$ cat src/core/sadc_pkg.sv
// Shared constants of the converter serial link, coding and scan FIFO
`default_nettype none
package sadc_pkg;
  localparam int WORD_W = 16;
  localparam int TAG_W = 4;
  localparam int RES_W = 12;
  localparam int FIFO_D = 16;
  localparam int PTR_W = 4;
  localparam int MIN_BITS = 16;
  localparam int BIT_W = 5;
  localparam int PAD12 = 3;
  localparam int PAD10 = 5;
  localparam int LSB10 = 2;
  // ---------------------------------------------------------------
  // Timing
  // ---------------------------------------------------------------
  localparam real CLK_MHZ = 250.0;
  localparam real SCLK_MAX_MHZ = 8.0;
  localparam real OSC_MHZ = 13.33;
  localparam real OSC_TOL_PCT = 15.0;
  localparam real CONV_LOW_NS = 5.0;
  localparam int OSC_PER_CONV = 16;
  localparam int SCLK_HALF_CYC = int'($ceil(CLK_MHZ / SCLK_MAX_MHZ / 2.0));
  localparam int CONV_CYC = int'($ceil(OSC_PER_CONV * CLK_MHZ / OSC_MHZ));
  localparam int CONV_LOW_CYC = int'($ceil(CONV_LOW_NS * CLK_MHZ / 1000.0));
  localparam int EOC_GUARD_CYC = 8;
  localparam int CNT_W = $clog2(CONV_CYC + 1);
  // ---------------------------------------------------------------
  // Command word fields
  // ---------------------------------------------------------------
  localparam int CMD_SEL_BIT = 15;
  localparam int CMD_CHAN_HI = 10;
  localparam int CMD_CHAN_LO = 7;
  localparam int CMD_RST_HI = 4;
  localparam int CMD_RST_LO = 3;
  localparam logic [1:0] RST_SOFT = 2'h2;
  localparam logic [WORD_W-1:0] RST_WORD = 16'h0010;
  localparam logic [TAG_W-1:0] COMMON_CH = 4'hF;
  localparam logic [RES_W-1:0] CODE_MAX = 12'hFFF;
  localparam logic [RES_W-1:0] CODE_BIP_MAX = 12'h7FF;
endpackage
`default_nettype wire

$ cat src/core/sadc_if.sv
// Carrier of the 4-wire link plus conversion start and end pins
`default_nettype none
interface sadc_if;
  logic cs_n;
  logic sclk;
  logic din;
  logic conv_start_n;
  logic dout;
  logic dout_oe;
  logic eoc_n;
  modport dev (
    input cs_n, sclk, din, conv_start_n,
    output dout, dout_oe, eoc_n
  );
  modport host (
    output cs_n, sclk, din, conv_start_n,
    input dout, dout_oe, eoc_n
  );
endinterface
`default_nettype wire

$ cat src/core/sadc_dev.sv
// Device end: serial frame, result coding and internal scan FIFO
//
// Notes on behaviour
// - Host clock at most 8 MHz, mode 3
// - Input on rising, output on falling clock
// - Chip select fall opens frame, samples in external mode
// - Host clocks at least sixteen bits per frame
// - Tag on: channel nibble then result MSB-first
// - Tag off, external mode: zero, result, zero padding
// - Unipolar negative difference gives code zero
// - Single-ended always unipolar against ground
// - Pseudo-differential inputs reference last channel
// - Straight binary unipolar, two's complement bipolar
// - Differential reference saturates at top code
// - Internal results kept in sixteen-entry FIFO
// - Full FIFO overwrites oldest result
// - Entry is tag plus result, oldest first
// - Empty FIFO shifts out zeros
// - Host soft-resets when leaving internal mode
// - External mode samples at select fall
// - Channel given one frame, result next
// - Internal scan timed by on-chip oscillator
// - Start pulse with select high runs scan
// - End flag low after scan until select fall or restart
// - Host waits end flag before select or restart
`default_nettype none
module sadc_dev
  import sadc_pkg::*;
(
  input wire logic clock,
  input wire logic nrst,
  sadc_if.dev lnk,
  input wire logic int_clock_mode,
  input wire logic chan_tag_enable,
  input wire logic res10,
  input wire logic single_ended,
  input wire logic bipolar,
  input wire logic pseudo_diff_common,
  input wire logic diff_ref_select,
  input wire logic [RES_W-1:0] ref_span,
  input wire logic [TAG_W-1:0] scan_last,
  input wire logic [RES_W-1:0] ana_pos,
  input wire logic [RES_W-1:0] ana_neg,
  output logic [TAG_W-1:0] mux_pos_sel,
  output logic [TAG_W-1:0] mux_neg_sel,
  output logic sample_pulse
);
  // ---------------------------------------------------------------
  // Pin synchronisers and edges
  // ---------------------------------------------------------------
  logic [1:0] sclk_s, cs_s, din_s, cnv_s;
  logic sclk_q, cs_q, cnv_q;
  logic sclk_rise, sclk_fall, cs_fall, cs_rise, cnv_fall;

  always_ff @(posedge clock or negedge nrst)
  begin
    if (!nrst)
    begin
      sclk_s <= 2'h3;
      cs_s <= 2'h3;
      din_s <= 2'h0;
      cnv_s <= 2'h3;
      sclk_q <= 1'b1;
      cs_q <= 1'b1;
      cnv_q <= 1'b1;
    end
    else
    begin
      sclk_s <= {sclk_s[0], lnk.sclk};
      cs_s <= {cs_s[0], lnk.cs_n};
      din_s <= {din_s[0], lnk.din};
      cnv_s <= {cnv_s[0], lnk.conv_start_n};
      sclk_q <= sclk_s[1];
      cs_q <= cs_s[1];
      cnv_q <= cnv_s[1];
    end
  end

  // Edges only count inside a frame, so an idle clock is harmless
  assign sclk_rise = sclk_s[1] & ~sclk_q & ~cs_s[1];
  assign sclk_fall = ~sclk_s[1] & sclk_q & ~cs_s[1];
  assign cs_fall = ~cs_s[1] & cs_q;
  assign cs_rise = cs_s[1] & ~cs_q;
  assign cnv_fall = ~cnv_s[1] & cnv_q;

  // ---------------------------------------------------------------
  // Result coding
  // ---------------------------------------------------------------
  function automatic logic [RES_W-1:0] code_f(
    input logic [RES_W-1:0] p,
    input logic [RES_W-1:0] n,
    input logic uni,
    input logic dref,
    input logic [RES_W-1:0] span
  );
    logic signed [RES_W:0] d;
    d = $signed({1'b0, p}) - $signed({1'b0, n});
    if (uni)
    begin
      if (d < 0)
        code_f = '0;
      else if (dref && d[RES_W-1:0] > span)
        code_f = CODE_MAX;
      else
        code_f = d[RES_W-1:0];
    end
    else
    begin
      if (dref && d > $signed({1'b0, span}))
        code_f = CODE_BIP_MAX;
      else
        code_f = d[RES_W:1];
    end
  endfunction

  function automatic logic [WORD_W-1:0] fmt_f(
    input logic [TAG_W-1:0] tag,
    input logic [RES_W-1:0] code,
    input logic tagen,
    input logic r10
  );
    if (tagen)
      fmt_f = {tag, code};
    else if (r10)
      fmt_f = {1'b0, code[RES_W-1:LSB10], {PAD10{1'b0}}};
    else
      fmt_f = {1'b0, code, {PAD12{1'b0}}};
  endfunction

  logic uni;
  logic [RES_W-1:0] neg_val, code_now;
  // Single-ended ignores the bipolar setting and the negative pin
  assign uni = single_ended | ~bipolar;
  assign neg_val = single_ended ? '0 : ana_neg;
  assign code_now = code_f(ana_pos, neg_val, uni, diff_ref_select, ref_span);

  // ---------------------------------------------------------------
  // Internal scan sequencer
  // ---------------------------------------------------------------
  typedef enum logic {SADC_IDLE, SADC_CONV} sadc_st_t;
  sadc_st_t st_r, st_nxt;
  logic [CNT_W-1:0] cnt_r, cnt_nxt;
  logic [TAG_W-1:0] scan_ch_r, scan_ch_nxt;
  logic eoc_n_r, eoc_n_nxt;
  logic push, soft_rst;

  always_comb
  begin
    st_nxt = st_r;
    cnt_nxt = cnt_r;
    scan_ch_nxt = scan_ch_r;
    eoc_n_nxt = eoc_n_r;
    push = 1'b0;
    if (cs_fall || cnv_fall)
      eoc_n_nxt = 1'b1;
    unique case (st_r)
      SADC_IDLE:
      begin
        if (cnv_fall && cs_s[1] && int_clock_mode)
        begin
          st_nxt = SADC_CONV;
          cnt_nxt = '0;
          scan_ch_nxt = '0;
          eoc_n_nxt = 1'b1;
        end
      end
      SADC_CONV:
      begin
        eoc_n_nxt = 1'b1;
        cnt_nxt = cnt_r + 1'b1;
        // Nominal oscillator period; the tolerance is not modelled
        if (cnt_r == CNT_W'(CONV_CYC - 1))
        begin
          push = 1'b1;
          cnt_nxt = '0;
          scan_ch_nxt = scan_ch_r + 1'b1;
          if (scan_ch_r == scan_last)
          begin
            st_nxt = SADC_IDLE;
            eoc_n_nxt = 1'b0;
          end
        end
      end
    endcase
    if (soft_rst)
    begin
      st_nxt = SADC_IDLE;
      eoc_n_nxt = 1'b1;
    end
  end

  always_ff @(posedge clock or negedge nrst)
  begin
    if (!nrst)
    begin
      st_r <= SADC_IDLE;
      cnt_r <= '0;
      scan_ch_r <= '0;
      eoc_n_r <= 1'b1;
    end
    else
    begin
      st_r <= st_nxt;
      cnt_r <= cnt_nxt;
      scan_ch_r <= scan_ch_nxt;
      eoc_n_r <= eoc_n_nxt;
    end
  end

  // ---------------------------------------------------------------
  // Result FIFO
  // ---------------------------------------------------------------
  logic [WORD_W-1:0] mem [FIFO_D];
  logic [PTR_W-1:0] wp_r, wp_nxt, rp_r, rp_nxt;
  logic [PTR_W:0] fc_r, fc_nxt;
  logic pop, full, empty;

  assign full = (fc_r == (PTR_W+1)'(FIFO_D));
  assign empty = (fc_r == '0);
  assign pop = cs_fall & int_clock_mode & ~empty;

  always_comb
  begin
    wp_nxt = wp_r;
    rp_nxt = rp_r;
    fc_nxt = fc_r;
    if (soft_rst)
    begin
      wp_nxt = '0;
      rp_nxt = '0;
      fc_nxt = '0;
    end
    else
    begin
      if (push)
        wp_nxt = wp_r + 1'b1;
      if (pop || (push && full))
        rp_nxt = rp_r + 1'b1;
      if (push && !pop && !full)
        fc_nxt = fc_r + 1'b1;
      else if (pop && !push)
        fc_nxt = fc_r - 1'b1;
    end
  end

  always_ff @(posedge clock or negedge nrst)
  begin
    if (!nrst)
    begin
      wp_r <= '0;
      rp_r <= '0;
      fc_r <= '0;
    end
    else
    begin
      wp_r <= wp_nxt;
      rp_r <= rp_nxt;
      fc_r <= fc_nxt;
    end
  end

  // Storage has no reset; the count guards every read
  always_ff @(posedge clock)
  begin
    if (push)
      mem[wp_r] <= {scan_ch_r, code_now};
  end

  // ---------------------------------------------------------------
  // Serial shifter and channel select
  // ---------------------------------------------------------------
  logic [WORD_W-1:0] so_r, so_nxt, si_r, si_nxt;
  logic [BIT_W-1:0] bits_r, bits_nxt;
  logic dout_r, dout_nxt, smp_r, smp_nxt;
  logic [TAG_W-1:0] chan_r, chan_nxt, pos_r, pos_nxt, neg_r, neg_nxt;

  assign soft_rst = cs_rise && bits_r >= BIT_W'(MIN_BITS)
    && !si_r[CMD_SEL_BIT] && si_r[CMD_RST_HI:CMD_RST_LO] == RST_SOFT;

  always_comb
  begin
    so_nxt = so_r;
    si_nxt = si_r;
    bits_nxt = bits_r;
    dout_nxt = dout_r;
    chan_nxt = chan_r;
    smp_nxt = push;
    // Cleared at frame end, once select has risen, so the pin idles low between frames
    if (cs_rise)
      dout_nxt = 1'b0;
    if (cs_fall)
    begin
      bits_nxt = '0;
      if (!int_clock_mode)
      begin
        smp_nxt = 1'b1;
        so_nxt = fmt_f(pos_r, code_now, chan_tag_enable, res10);
      end
      else if (!empty)
        so_nxt = mem[rp_r];
      else
        so_nxt = '0;
    end
    if (sclk_rise)
    begin
      si_nxt = {si_r[WORD_W-2:0], din_s[1]};
      if (bits_r != '1)
        bits_nxt = bits_r + 1'b1;
    end
    if (sclk_fall)
    begin
      dout_nxt = so_r[WORD_W-1];
      so_nxt = {so_r[WORD_W-2:0], 1'b0};
    end
    // Short frames are ignored: the channel only moves on a full word
    if (cs_rise && bits_r >= BIT_W'(MIN_BITS) && !si_r[CMD_SEL_BIT])
      chan_nxt = si_r[CMD_CHAN_HI:CMD_CHAN_LO];
    pos_nxt = int_clock_mode ? scan_ch_r : chan_r;
    if (pseudo_diff_common)
      neg_nxt = COMMON_CH;
    else
      neg_nxt = pos_nxt | 4'h1;
  end

  always_ff @(posedge clock or negedge nrst)
  begin
    if (!nrst)
    begin
      so_r <= '0;
      si_r <= '0;
      bits_r <= '0;
      dout_r <= 1'b0;
      chan_r <= '0;
      pos_r <= '0;
      neg_r <= '0;
      smp_r <= 1'b0;
    end
    else
    begin
      so_r <= so_nxt;
      si_r <= si_nxt;
      bits_r <= bits_nxt;
      dout_r <= dout_nxt;
      chan_r <= chan_nxt;
      pos_r <= pos_nxt;
      neg_r <= neg_nxt;
      smp_r <= smp_nxt;
    end
  end

  assign lnk.dout = dout_r;
  assign lnk.dout_oe = ~cs_s[1];
  assign lnk.eoc_n = eoc_n_r;
  assign mux_pos_sel = pos_r;
  assign mux_neg_sel = neg_r;
  assign sample_pulse = smp_r;
endmodule
`default_nettype wire

$ cat src/flat_wrapper.sv
// flat-port wrapper written by rule: the top's interface ports become plain ports
module sadc_dev_flat import sadc_pkg::*;
  (clock, nrst, int_clock_mode, chan_tag_enable, res10, single_ended, bipolar, pseudo_diff_common, diff_ref_select, ref_span, scan_last, ana_pos, ana_neg, mux_pos_sel, mux_neg_sel, sample_pulse, lnk_cs_n, lnk_sclk, lnk_din, lnk_conv_start_n, lnk_dout, lnk_dout_oe, lnk_eoc_n);
  sadc_if lnk_i ();
  input wire logic clock;
  input wire logic nrst;
  input wire logic int_clock_mode;
  input wire logic chan_tag_enable;
  input wire logic res10;
  input wire logic single_ended;
  input wire logic bipolar;
  input wire logic pseudo_diff_common;
  input wire logic diff_ref_select;
  input wire logic [RES_W-1:0] ref_span;
  input wire logic [TAG_W-1:0] scan_last;
  input wire logic [RES_W-1:0] ana_pos;
  input wire logic [RES_W-1:0] ana_neg;
  output logic [TAG_W-1:0] mux_pos_sel;
  output logic [TAG_W-1:0] mux_neg_sel;
  output logic sample_pulse;
  input wire logic [$bits(lnk_i.cs_n)-1:0] lnk_cs_n;
  input wire logic [$bits(lnk_i.sclk)-1:0] lnk_sclk;
  input wire logic [$bits(lnk_i.din)-1:0] lnk_din;
  input wire logic [$bits(lnk_i.conv_start_n)-1:0] lnk_conv_start_n;
  output wire logic [$bits(lnk_i.dout)-1:0] lnk_dout;
  output wire logic [$bits(lnk_i.dout_oe)-1:0] lnk_dout_oe;
  output wire logic [$bits(lnk_i.eoc_n)-1:0] lnk_eoc_n;
  assign lnk_i.cs_n = lnk_cs_n;
  assign lnk_i.sclk = lnk_sclk;
  assign lnk_i.din = lnk_din;
  assign lnk_i.conv_start_n = lnk_conv_start_n;
  assign lnk_dout = lnk_i.dout;
  assign lnk_dout_oe = lnk_i.dout_oe;
  assign lnk_eoc_n = lnk_i.eoc_n;
  sadc_dev u_core (.clock(clock), .nrst(nrst), .lnk(lnk_i), .int_clock_mode(int_clock_mode), .chan_tag_enable(chan_tag_enable), .res10(res10), .single_ended(single_ended), .bipolar(bipolar), .pseudo_diff_common(pseudo_diff_common), .diff_ref_select(diff_ref_select), .ref_span(ref_span), .scan_last(scan_last), .ana_pos(ana_pos), .ana_neg(ana_neg), .mux_pos_sel(mux_pos_sel), .mux_neg_sel(mux_neg_sel), .sample_pulse(sample_pulse));
endmodule
$ cat config.mk
export PLATFORM = sky130hd
export DESIGN_NAME = sadc_dev_flat
export DESIGN_NICKNAME = d
export VERILOG_FILES = /design/src/core/sadc_pkg.sv /design/src/core/sadc_if.sv /design/src/core/sadc_dev.sv /design/src/flat_wrapper.sv
export SDC_FILE = /design/constraint.sdc
export NUM_CORES = 1
export LEC_CHECK = 0
export ABC_AREA = 0
export BUFFER_PORTS_ARGS = -buffer_cell sky130_fd_sc_hd__buf_2
export CAP_MARGIN = 20
export CORE_ASPECT_RATIO = 1.25
export CORE_UTILIZATION = 25
export DETAILED_ROUTE_END_ITERATION = 8
export PLACE_DENSITY = 0.48
export SLEW_MARGIN = 20
export SYNTH_ARGS = -nofsm -noshare
export SYNTH_HDL_FRONTEND = slang
export SYNTH_SLANG_ARGS = --single-unit
$ cat constraint.sdc
create_clock -name clock -period 2.7 [get_ports clock]
set_clock_uncertainty 0.1 [all_clocks]
set_input_delay 0.27 -clock clock [delete_from_list [all_inputs] [get_ports clock]]
set_output_delay 0.27 -clock clock [all_outputs]
set_load 0.1 [all_outputs]
## After elaboration in Yosys (flattened, before gate mapping)

Memory sizes are Yosys's and may differ from the RTL's.
Index checks and enable logic that the tools add are counted.

| word-level totals | value |
|---|---|
| flip-flop bits (word level) | 90 |
| bits in latches | 0 |
| bits in writable memories | 256 |
| bits in read-only memories | 0 |
| word-level logic and storage cells | 131 |
| memories kept | 1 |

| operators by class | value |
|---|---|
| add/subtract/negate cells | 8 |
| multiply operators | 0 |
| div/mod/pow operators | 0 |
| magnitude comparators | 4 |
| equal/unequal tests | 8 |
| shift operators | 0 |
| multiplexer cells | 46 |
| bitwise gates (word level) | 18 |
| reduce and logical (&&, ||, !) cells | 24 |

Memories:

| name | depth | width | read ports | clocked after Yosys merged registers in | write ports | line | source |
|---|---|---|---|---|---|---|---|
| u_core.mem | 16 | 16 | 1 | 0 | 1 | sadc_dev.sv:213 | `logic [WORD_W-1:0] mem [FIFO_D];` |

Operator list:

| kind | count |
|---|---|
| $mux W16 | 5 |
| $mux W12 | 5 |
| $mux W5 | 7 |
| $mux W4 | 8 |
| $mux W9 | 2 |
| $pmux W9 S2 | 1 |
| $mux W1 | 15 |
| $gt A13 B13 Y1 | 1 |
| $lt A13 B1 Y1 const B | 1 |
| $sub A12 B12 Y13 | 1 |
| $add A4 B1 Y4 const B | 3 |
| $gt A12 B12 Y1 | 1 |
| $logic_and A1 B1 Y1 | 11 |
| $add A5 B1 Y5 const B | 2 |
| $add A9 B1 Y9 const B | 1 |
| $and A1 B1 Y1 | 9 |
| $eq A9 B9 Y1 const B | 1 |
| $not A1 Y1 | 8 |
| $pmux W4 S2 | 1 |
| $reduce_bool A2 Y1 | 4 |
| $eq A5 B5 Y1 const B | 1 |
| $ge A5 B5 Y1 const B | 1 |
| $logic_not A5 Y1 | 1 |
| $ne A5 B5 Y1 const B | 1 |
| 12 further kinds | 17 |

## Logic depth before layout (Yosys ltp)

| depth | value |
|---|---|
| depth after elaboration | 12 |
| mapped depth | 19 |
| mapped depth without buffers | 18 |

## Worst setup path after synthesis

Ideal clock, no wire load.

| timing | value |
|---|---|
| kind | input to register |
| start | input port single_ended |
| end | register u_core.so_r[1] |
| arrival time | 4.250 ns |
| path slack | -1.737 ns |
| stages on the path | 18 |
| buffers on the path | 1 |
| cells stage by stage | clkbuf_1 -> nand2b_1 -> ha_1 -> nor2b_1 -> o31a_1 -> o41a_1 -> a21boi_2 -> xor2_2 -> inv_2 -> ha_1 -> nand2_1 -> nor2_1 -> a41o_1 -> a31oi_1 -> a21oi_1 -> o21ai_0 -> a221oi_1 -> nor3_1 |

| on the way | value |
|---|---|
| word-level cells in the longest chain between the ends | 11 |
| elaborated cells on any way between the ends | 16 |
| classes of those cells | 1 x add/sub; 3 x order compare; 9 x mux; 1 x bitwise; 2 x reduce/logical |

Ends and longest elaborated chain:

| element | line | source |
|---|---|---|
| start, declared | flat_wrapper.sv:10 | `input wire logic single_ended;` |
| $mux W12 | sadc_dev.sv:134 | `assign neg_val = single_ended ? '0 : ana_neg;` |
| $sub A12 B12 Y13 | sadc_dev.sv:97 | `d = $signed({1'b0, p}) - $signed({1'b0, n});` |
| $gt A12 B12 Y1 | sadc_dev.sv:102 | `else if (dref && d[RES_W-1:0] > span)` |
| $logic_and A1 B1 Y1 | sadc_dev.sv:102 |  |
| $mux W12 | sadc_dev.sv:102 |  |
| $mux W12 | sadc_dev.sv:100 | `if (d < 0)` |
| $mux W12 (*) | sadc_dev.sv:98 | `if (uni)` |
| via u_core.code_now[1] | sadc_dev.sv:131 | `logic [RES_W-1:0] neg_val, code_now;` |
| $mux W16 (*) | sadc_dev.sv:122 | `if (tagen)` |
| $mux W16 (*) | sadc_dev.sv:294 | `if (!int_clock_mode)` |
| $mux W16 (*) | sadc_dev.sv:291 | `if (cs_fall)` |
| $mux W16 (*) | sadc_dev.sv:310 | `if (sclk_fall)` |
| end signal, assigned | sadc_dev.sv:340 | `so_r <= so_nxt;` |
| end, declared | sadc_dev.sv:272 | `logic [WORD_W-1:0] so_r, so_nxt, si_r, si_nxt;` |

Mark *: on every way through the listed nets, which the timed path passes. The rest lies on a longest branch. The select of a mux whose other input is x is not followed.
A chain may end at the register's enable or synchronous reset.

## Final worst setup path

| timing | value |
|---|---|
| start | input port single_ended |
| end | memory u_core.mem[13][1], data pin |

| on the way | value |
|---|---|
| word-level cells in the longest chain between the ends | 7 |
| elaborated cells on any way between the ends | 12 |
| classes of those cells | 1 x add/sub; 3 x order compare; 5 x mux; 1 x bitwise; 2 x reduce/logical |

Ends and longest elaborated chain:

| element | line |
|---|---|
| $mux W12 | sadc_dev.sv:134 |
| $sub A12 B12 Y13 | sadc_dev.sv:97 |
| $gt A12 B12 Y1 | sadc_dev.sv:102 |
| $logic_and A1 B1 Y1 | sadc_dev.sv:102 |
| $mux W12 | sadc_dev.sv:102 |
| $mux W12 | sadc_dev.sv:100 |
| $mux W12 (*) | sadc_dev.sv:98 |
| via u_core.code_now[1] | sadc_dev.sv:131 |
| end, declared | sadc_dev.sv:213 |

Mark *: on every way through the listed nets, which the timed path passes. The rest lies on a longest branch.

==> results.md <==
- The cell sitting at the root of the clock tree is a clkbuf_16.
- In this run, the combinational gates consume 30.3% of the power.
- Dividing the detail-routed wire length by the instance count gives 20.3 microns.
- The relative max-transition margin is 43.8%.
- The minimum setup slack in the final design is -0.668 ns.
- Tracing the worst setup path back leads to its startpoint at single_ended.
- The routed via count divided by cell count is 4.62.
- Setup repair after global routing could not meet its margin everywhere.
- For this design the total switching power over the nets is 4.68 mW.
- The cell family contributing the most delay on the critical path is compound AO/OA/AOI/OAI gates.
- Max-cap violations in this run came to 0.
- Counting both buffers and inverters, the worst setup path holds a total of 6.
- The fraction of power consumed by the clock network is 31.2%.
- The sequential group share of total power is 38.5%.
- The overall global routing resource usage is 13.2%.
- In this run, CTS created clock tree buffers numbering 38.
- The shortest period the worst path allows is 3.37 ns.
- The number of cells traversed by the worst hold path is 5.
- The later-pin clock latency in the skew report is 0.53 ns.
- The width of the die is 222 microns.
- The ratio of total power to cell area is 829 nW/um^2.
- The pre-antenna-repair detailed-routing pass consisted of 4 iterations.
- The fraction of the yosys area taken by sequential cells is 65.7%.
- Internal power comes to 11.9 mW.
- The checks that failed: negative setup slack.
- The H-tree generated during clock tree synthesis spans 2 levels.
- The clock passes through at most 3 buffers.
- Dividing the final minimum period by the clock period gives 125%.
- Once detail routing completed, the nets flagged for antenna violations numbered 0.
- The actual slew at the worst max-slew pin is 0.842 ns.
- Once detailed placement completed, the half-perimeter wirelength came to 26.7 mm.
- In this run the critical register-to-register path is launched from u_core.rp_r[0].
- The critical path endpoint is u_core.mem[13][1].
- The cell that appears most often on the critical path is ha_4.
- After layout, the design draws a total of 16.6 mW.
- The endpoint identified for the worst register-to-register timing path is u_core.so_r[14].
- The floorplan has 100 rows.
- Counting flops with a built-in enable in the synthesized netlist gives 256.
- The height of the chip is 277 microns.
- After detailed routing, the number of remaining DRC violations is 0.
- Compared with the post-synthesis result, the final layout area differs by 32.4%.
- The area of combinational cells with multiple inputs is 5550 sq um.
- The worst-case setup slack after placement is -1.53 ns.
- The routability congestion estimate from global placement is 0.769.
- The register area is 9960 sq um.
- The number of buffers added on ports is 64.
- 65 I/O pins were placed.
- By area the synthesized netlist is led by edfxtp_1, dfrtp_1, mux4_2.
- The average instance area after synthesis is 16.0 sq um.
- The detailed router placed 9,138 vias in this run.
- For this run, the number of Yosys warnings is 0.
- The number of global-route vias before repair is 9,996.
- The number of setup violations in the final report is 207.
- The number of nets in the finished design is 1,279.
- Wires add up to 40.2 mm.
- The type of the setup path with the least slack is primary input to flop.
- The number of max-slew violations in the final report came to 0.
- The worst setup path is captured at a flop.
- The full die area is 61,600 sq um.
- Traced cell by cell, the critical path runs through buf_8 -> nand2b_4 -> ha_4 -> nor2b_4 -> o31a_1 -> o41a_1 -> a21boi_2 -> xor2_2 -> inv_2 -> ha_4 -> nand3_1 -> a21oi_2 -> a211oi_4 -> a31oi_4 -> buf_6 -> buf_4 -> a21oi_4 -> o21ai_4 -> buf_12 -> clkbuf_16.
- The worst endpoint required time is 2.89 ns.
- The initial antenna violation count is 0.
- The number of nets in the synthesized netlist is 1,039.
- The wire length of the first global-routing pass is 61.9 mm.
- The fraction of power spent switching nets is 28.2%.
- The number of filler instances in the final layout is 5,660.
- The type of the most critical hold path is primary input to flop.
- For this configuration, the core starts out at a cell density of 25.4%.
- The top cell types in the final layout, fill and taps aside, are edfxtp_1, buf_4, mux4_2.
- Among all stages on the critical path, the largest delay is contributed by o41a_1.
- CTS saw 346 sinks.
- The detailed router's first-iteration violation count is 559.
- The synthesized instance count is 946.
- The most frequently used flop master after synthesis is edfxtp_1.
- The kind of start point of the critical path is a primary input.
- The proportion of synthesized flip-flops having asynchronous set or reset is 26.0%.
- 0 antenna diodes ended up in the layout.
- The final count of hold timing violations is 0.
- Counting flops and latches in the post-synthesis netlist gives 346.
- The synthesized design devotes to its leading area cell type 50.7% of total area.
- The library cell occupying the most area in the post-synthesis netlist is edfxtp_1.
- Of all nets on the critical path, the largest fanout is 8.
- The data arrival at the endpoint of the critical path is 3.56 ns.
- Clock-pin slew was measured on the worst setup and hold paths at 0.06 ns.
- The longest individual stage delay on the worst path is 0.39 ns.
- The ratio of cells with drive above 1 in the final layout is 41.0%.
- The run finished, with violations left.
- Leaving out fill and tap cells, the most frequent cell in the layout is edfxtp_1.
- The tightest hold margin is 0.111 ns.
- The pin count of the biggest net entering global routing is 49.
- The number of logic stages on the critical path including buffering is 20.
- The worst vdd rail ir drop is 469 uV.
- The flop-to-flop setup slack is 0.02 ns.
- The CTS tree is yes.
- The placeable core region is 59,700 sq um.
- The mapped netlist covers 15,200 sq um.
- The path depth of the worst reg2reg path is 6.
- The achievable clock frequency is 0.297 GHz.
- In this run the static leakage power is 7.49 nW.
- The total congestion overflow after global routing is 0.
- The post-synthesis cell type count is 74.
state kept, by name, summed over array words and instances, names as in the netlist:
| register | cells |
|---|---|
| u_core.wp_r | 4 |
| u_core.mem | 256 |
| u_core.bits_r | 5 |
| u_core.lnk.dout | 1 |
| u_core.sample_pulse | 1 |
| u_core.rp_r | 4 |
| u_core.din_s | 2 |
| u_core.sclk_q | 1 |
| u_core.mux_pos_sel | 4 |
| u_core.chan_r | 4 |
| u_core.so_r | 16 |
| u_core.st_r | 1 |
| u_core.cnt_r | 9 |
| u_core.cs_s | 2 |
| u_core.cnv_s | 2 |
| u_core.sclk_s | 2 |
| u_core.mux_neg_sel | 4 |
| u_core.cnv_q | 1 |
| u_core.cs_q | 1 |
| u_core.lnk.eoc_n | 1 |
| u_core.fc_r | 5 |
| u_core.si_r | 16 |
| u_core.scan_ch_r | 4 |
layout make-up:
class / instances / area share, %
flip-flops and latches: 346 / 49.6
multi-input cells: 530 / 27.7
repair buffers: 241 / 11.2
clock buffers: 46 / 5.14
well taps: 765 / 4.77
clock inverters: 23 / 1.10
inverters: 29 / 0.542
logic make-up (layout without fill, tap and decap cells):
kind of cell    after synthesis  in the layout  synth area share, %
flops                       346            346                 65.7
simple gates                206            206                 7.08
compound gates              149            150                 6.50
mux                         108            108                 13.9
buf+inv                      71            339                 1.91
fa+ha+maj                    40             40                 3.40
xor+xnor                     25             25                 1.49
other cells                   1              1               0.0247
synth_stat cells, types with 4 or more instances:
cell type,instances
a211oi_1,4
a21o_1,7
a21oi_1,27
a221o_1,4
a221oi_1,11
a31oi_1,4
and2_1,20
and3_1,6
buf_2,9
clkbuf_1,27
dfrtp_1,80
dfstp_2,10
edfxtp_1,256
ha_1,38
inv_1,28
mux2_2,24
mux2i_1,4
mux4_2,80
nand2_1,39
nand2b_1,21
nand3_1,11
nand4_1,7
nor2_1,50
nor2b_1,9
nor3_1,15
o21a_1,4
o21ai_0,47
o31ai_1,5
or2_2,7
or3_1,4
xnor2_1,13
xor2_1,11
metrics by stage:
stage	cell area [sq um]	util, %	std cells	setup TNS (ns)
final	20100	33.6	1980	-115.96
after global routing	20100	33.6	1980	-152.61
after CTS	19800	33.1	1970	-110.88
after detailed placement	18100	30.3	1878	-287.03
after global placement	18100	30.3	1878	-281.51
after floorplan	15500	-	946	-205.52
layer usage:
layer	part of all wire [%]	up-vias	GRT usage (%)
met5	0	-	0
met4	2.1	0	3.99
met3	3.1	53	1.30
met2	52	170	23.8
met1	42	4744	16.6
li1	-	4171	-
tightest hold or removal path, stage by stage:
cell and delay (ns):
buf_2 0.09, xnor2_1 0.05, nand4_1 0.06, nor2_1 0.08
o21bai_1 0.14
worst min path at each step:
stage,start,end,slack [ns]
after floorplan,nrst,u_core.bits_r[0],-0.13
after global placement,nrst,u_core.din_s[0],0.24
after detailed placement,nrst,u_core.din_s[1],0.24
after CTS,scan_last[2],u_core.lnk.eoc_n,0.08
after global routing,scan_last[2],u_core.lnk.eoc_n,0.14
final,scan_last[2],u_core.lnk.eoc_n,0.11
what timing repair did:
action | CTS | global route
endpoints found under the hold margin | 52 | 0
buffers inserted | 13 | 8
resized for setup | 38 | 29
pin swaps | 20 | 22
gates cloned | 3 | 2
setup endpoints to repair | 208 | 293
hold buffers | 7 | 0
power groups by stage:
| stage | logic, mW | registers (mW) | clock network [mW] |
|---|---|---|---|
| 5_1_grt | 5.46 | 6.44 | 5.50 |
| 3_3_place_gp | 4.69 | 6.50 | 0 |
| 4_1_cts | 4.98 | 6.40 | 5.32 |
| 2_1_floorplan | 2.93 | 6.45 | 0 |
| 3_5_place_dp | 4.73 | 6.50 | 0 |
| 6_report | 5.04 | 6.40 | 5.19 |
Power figures use the tool's default switching activity.
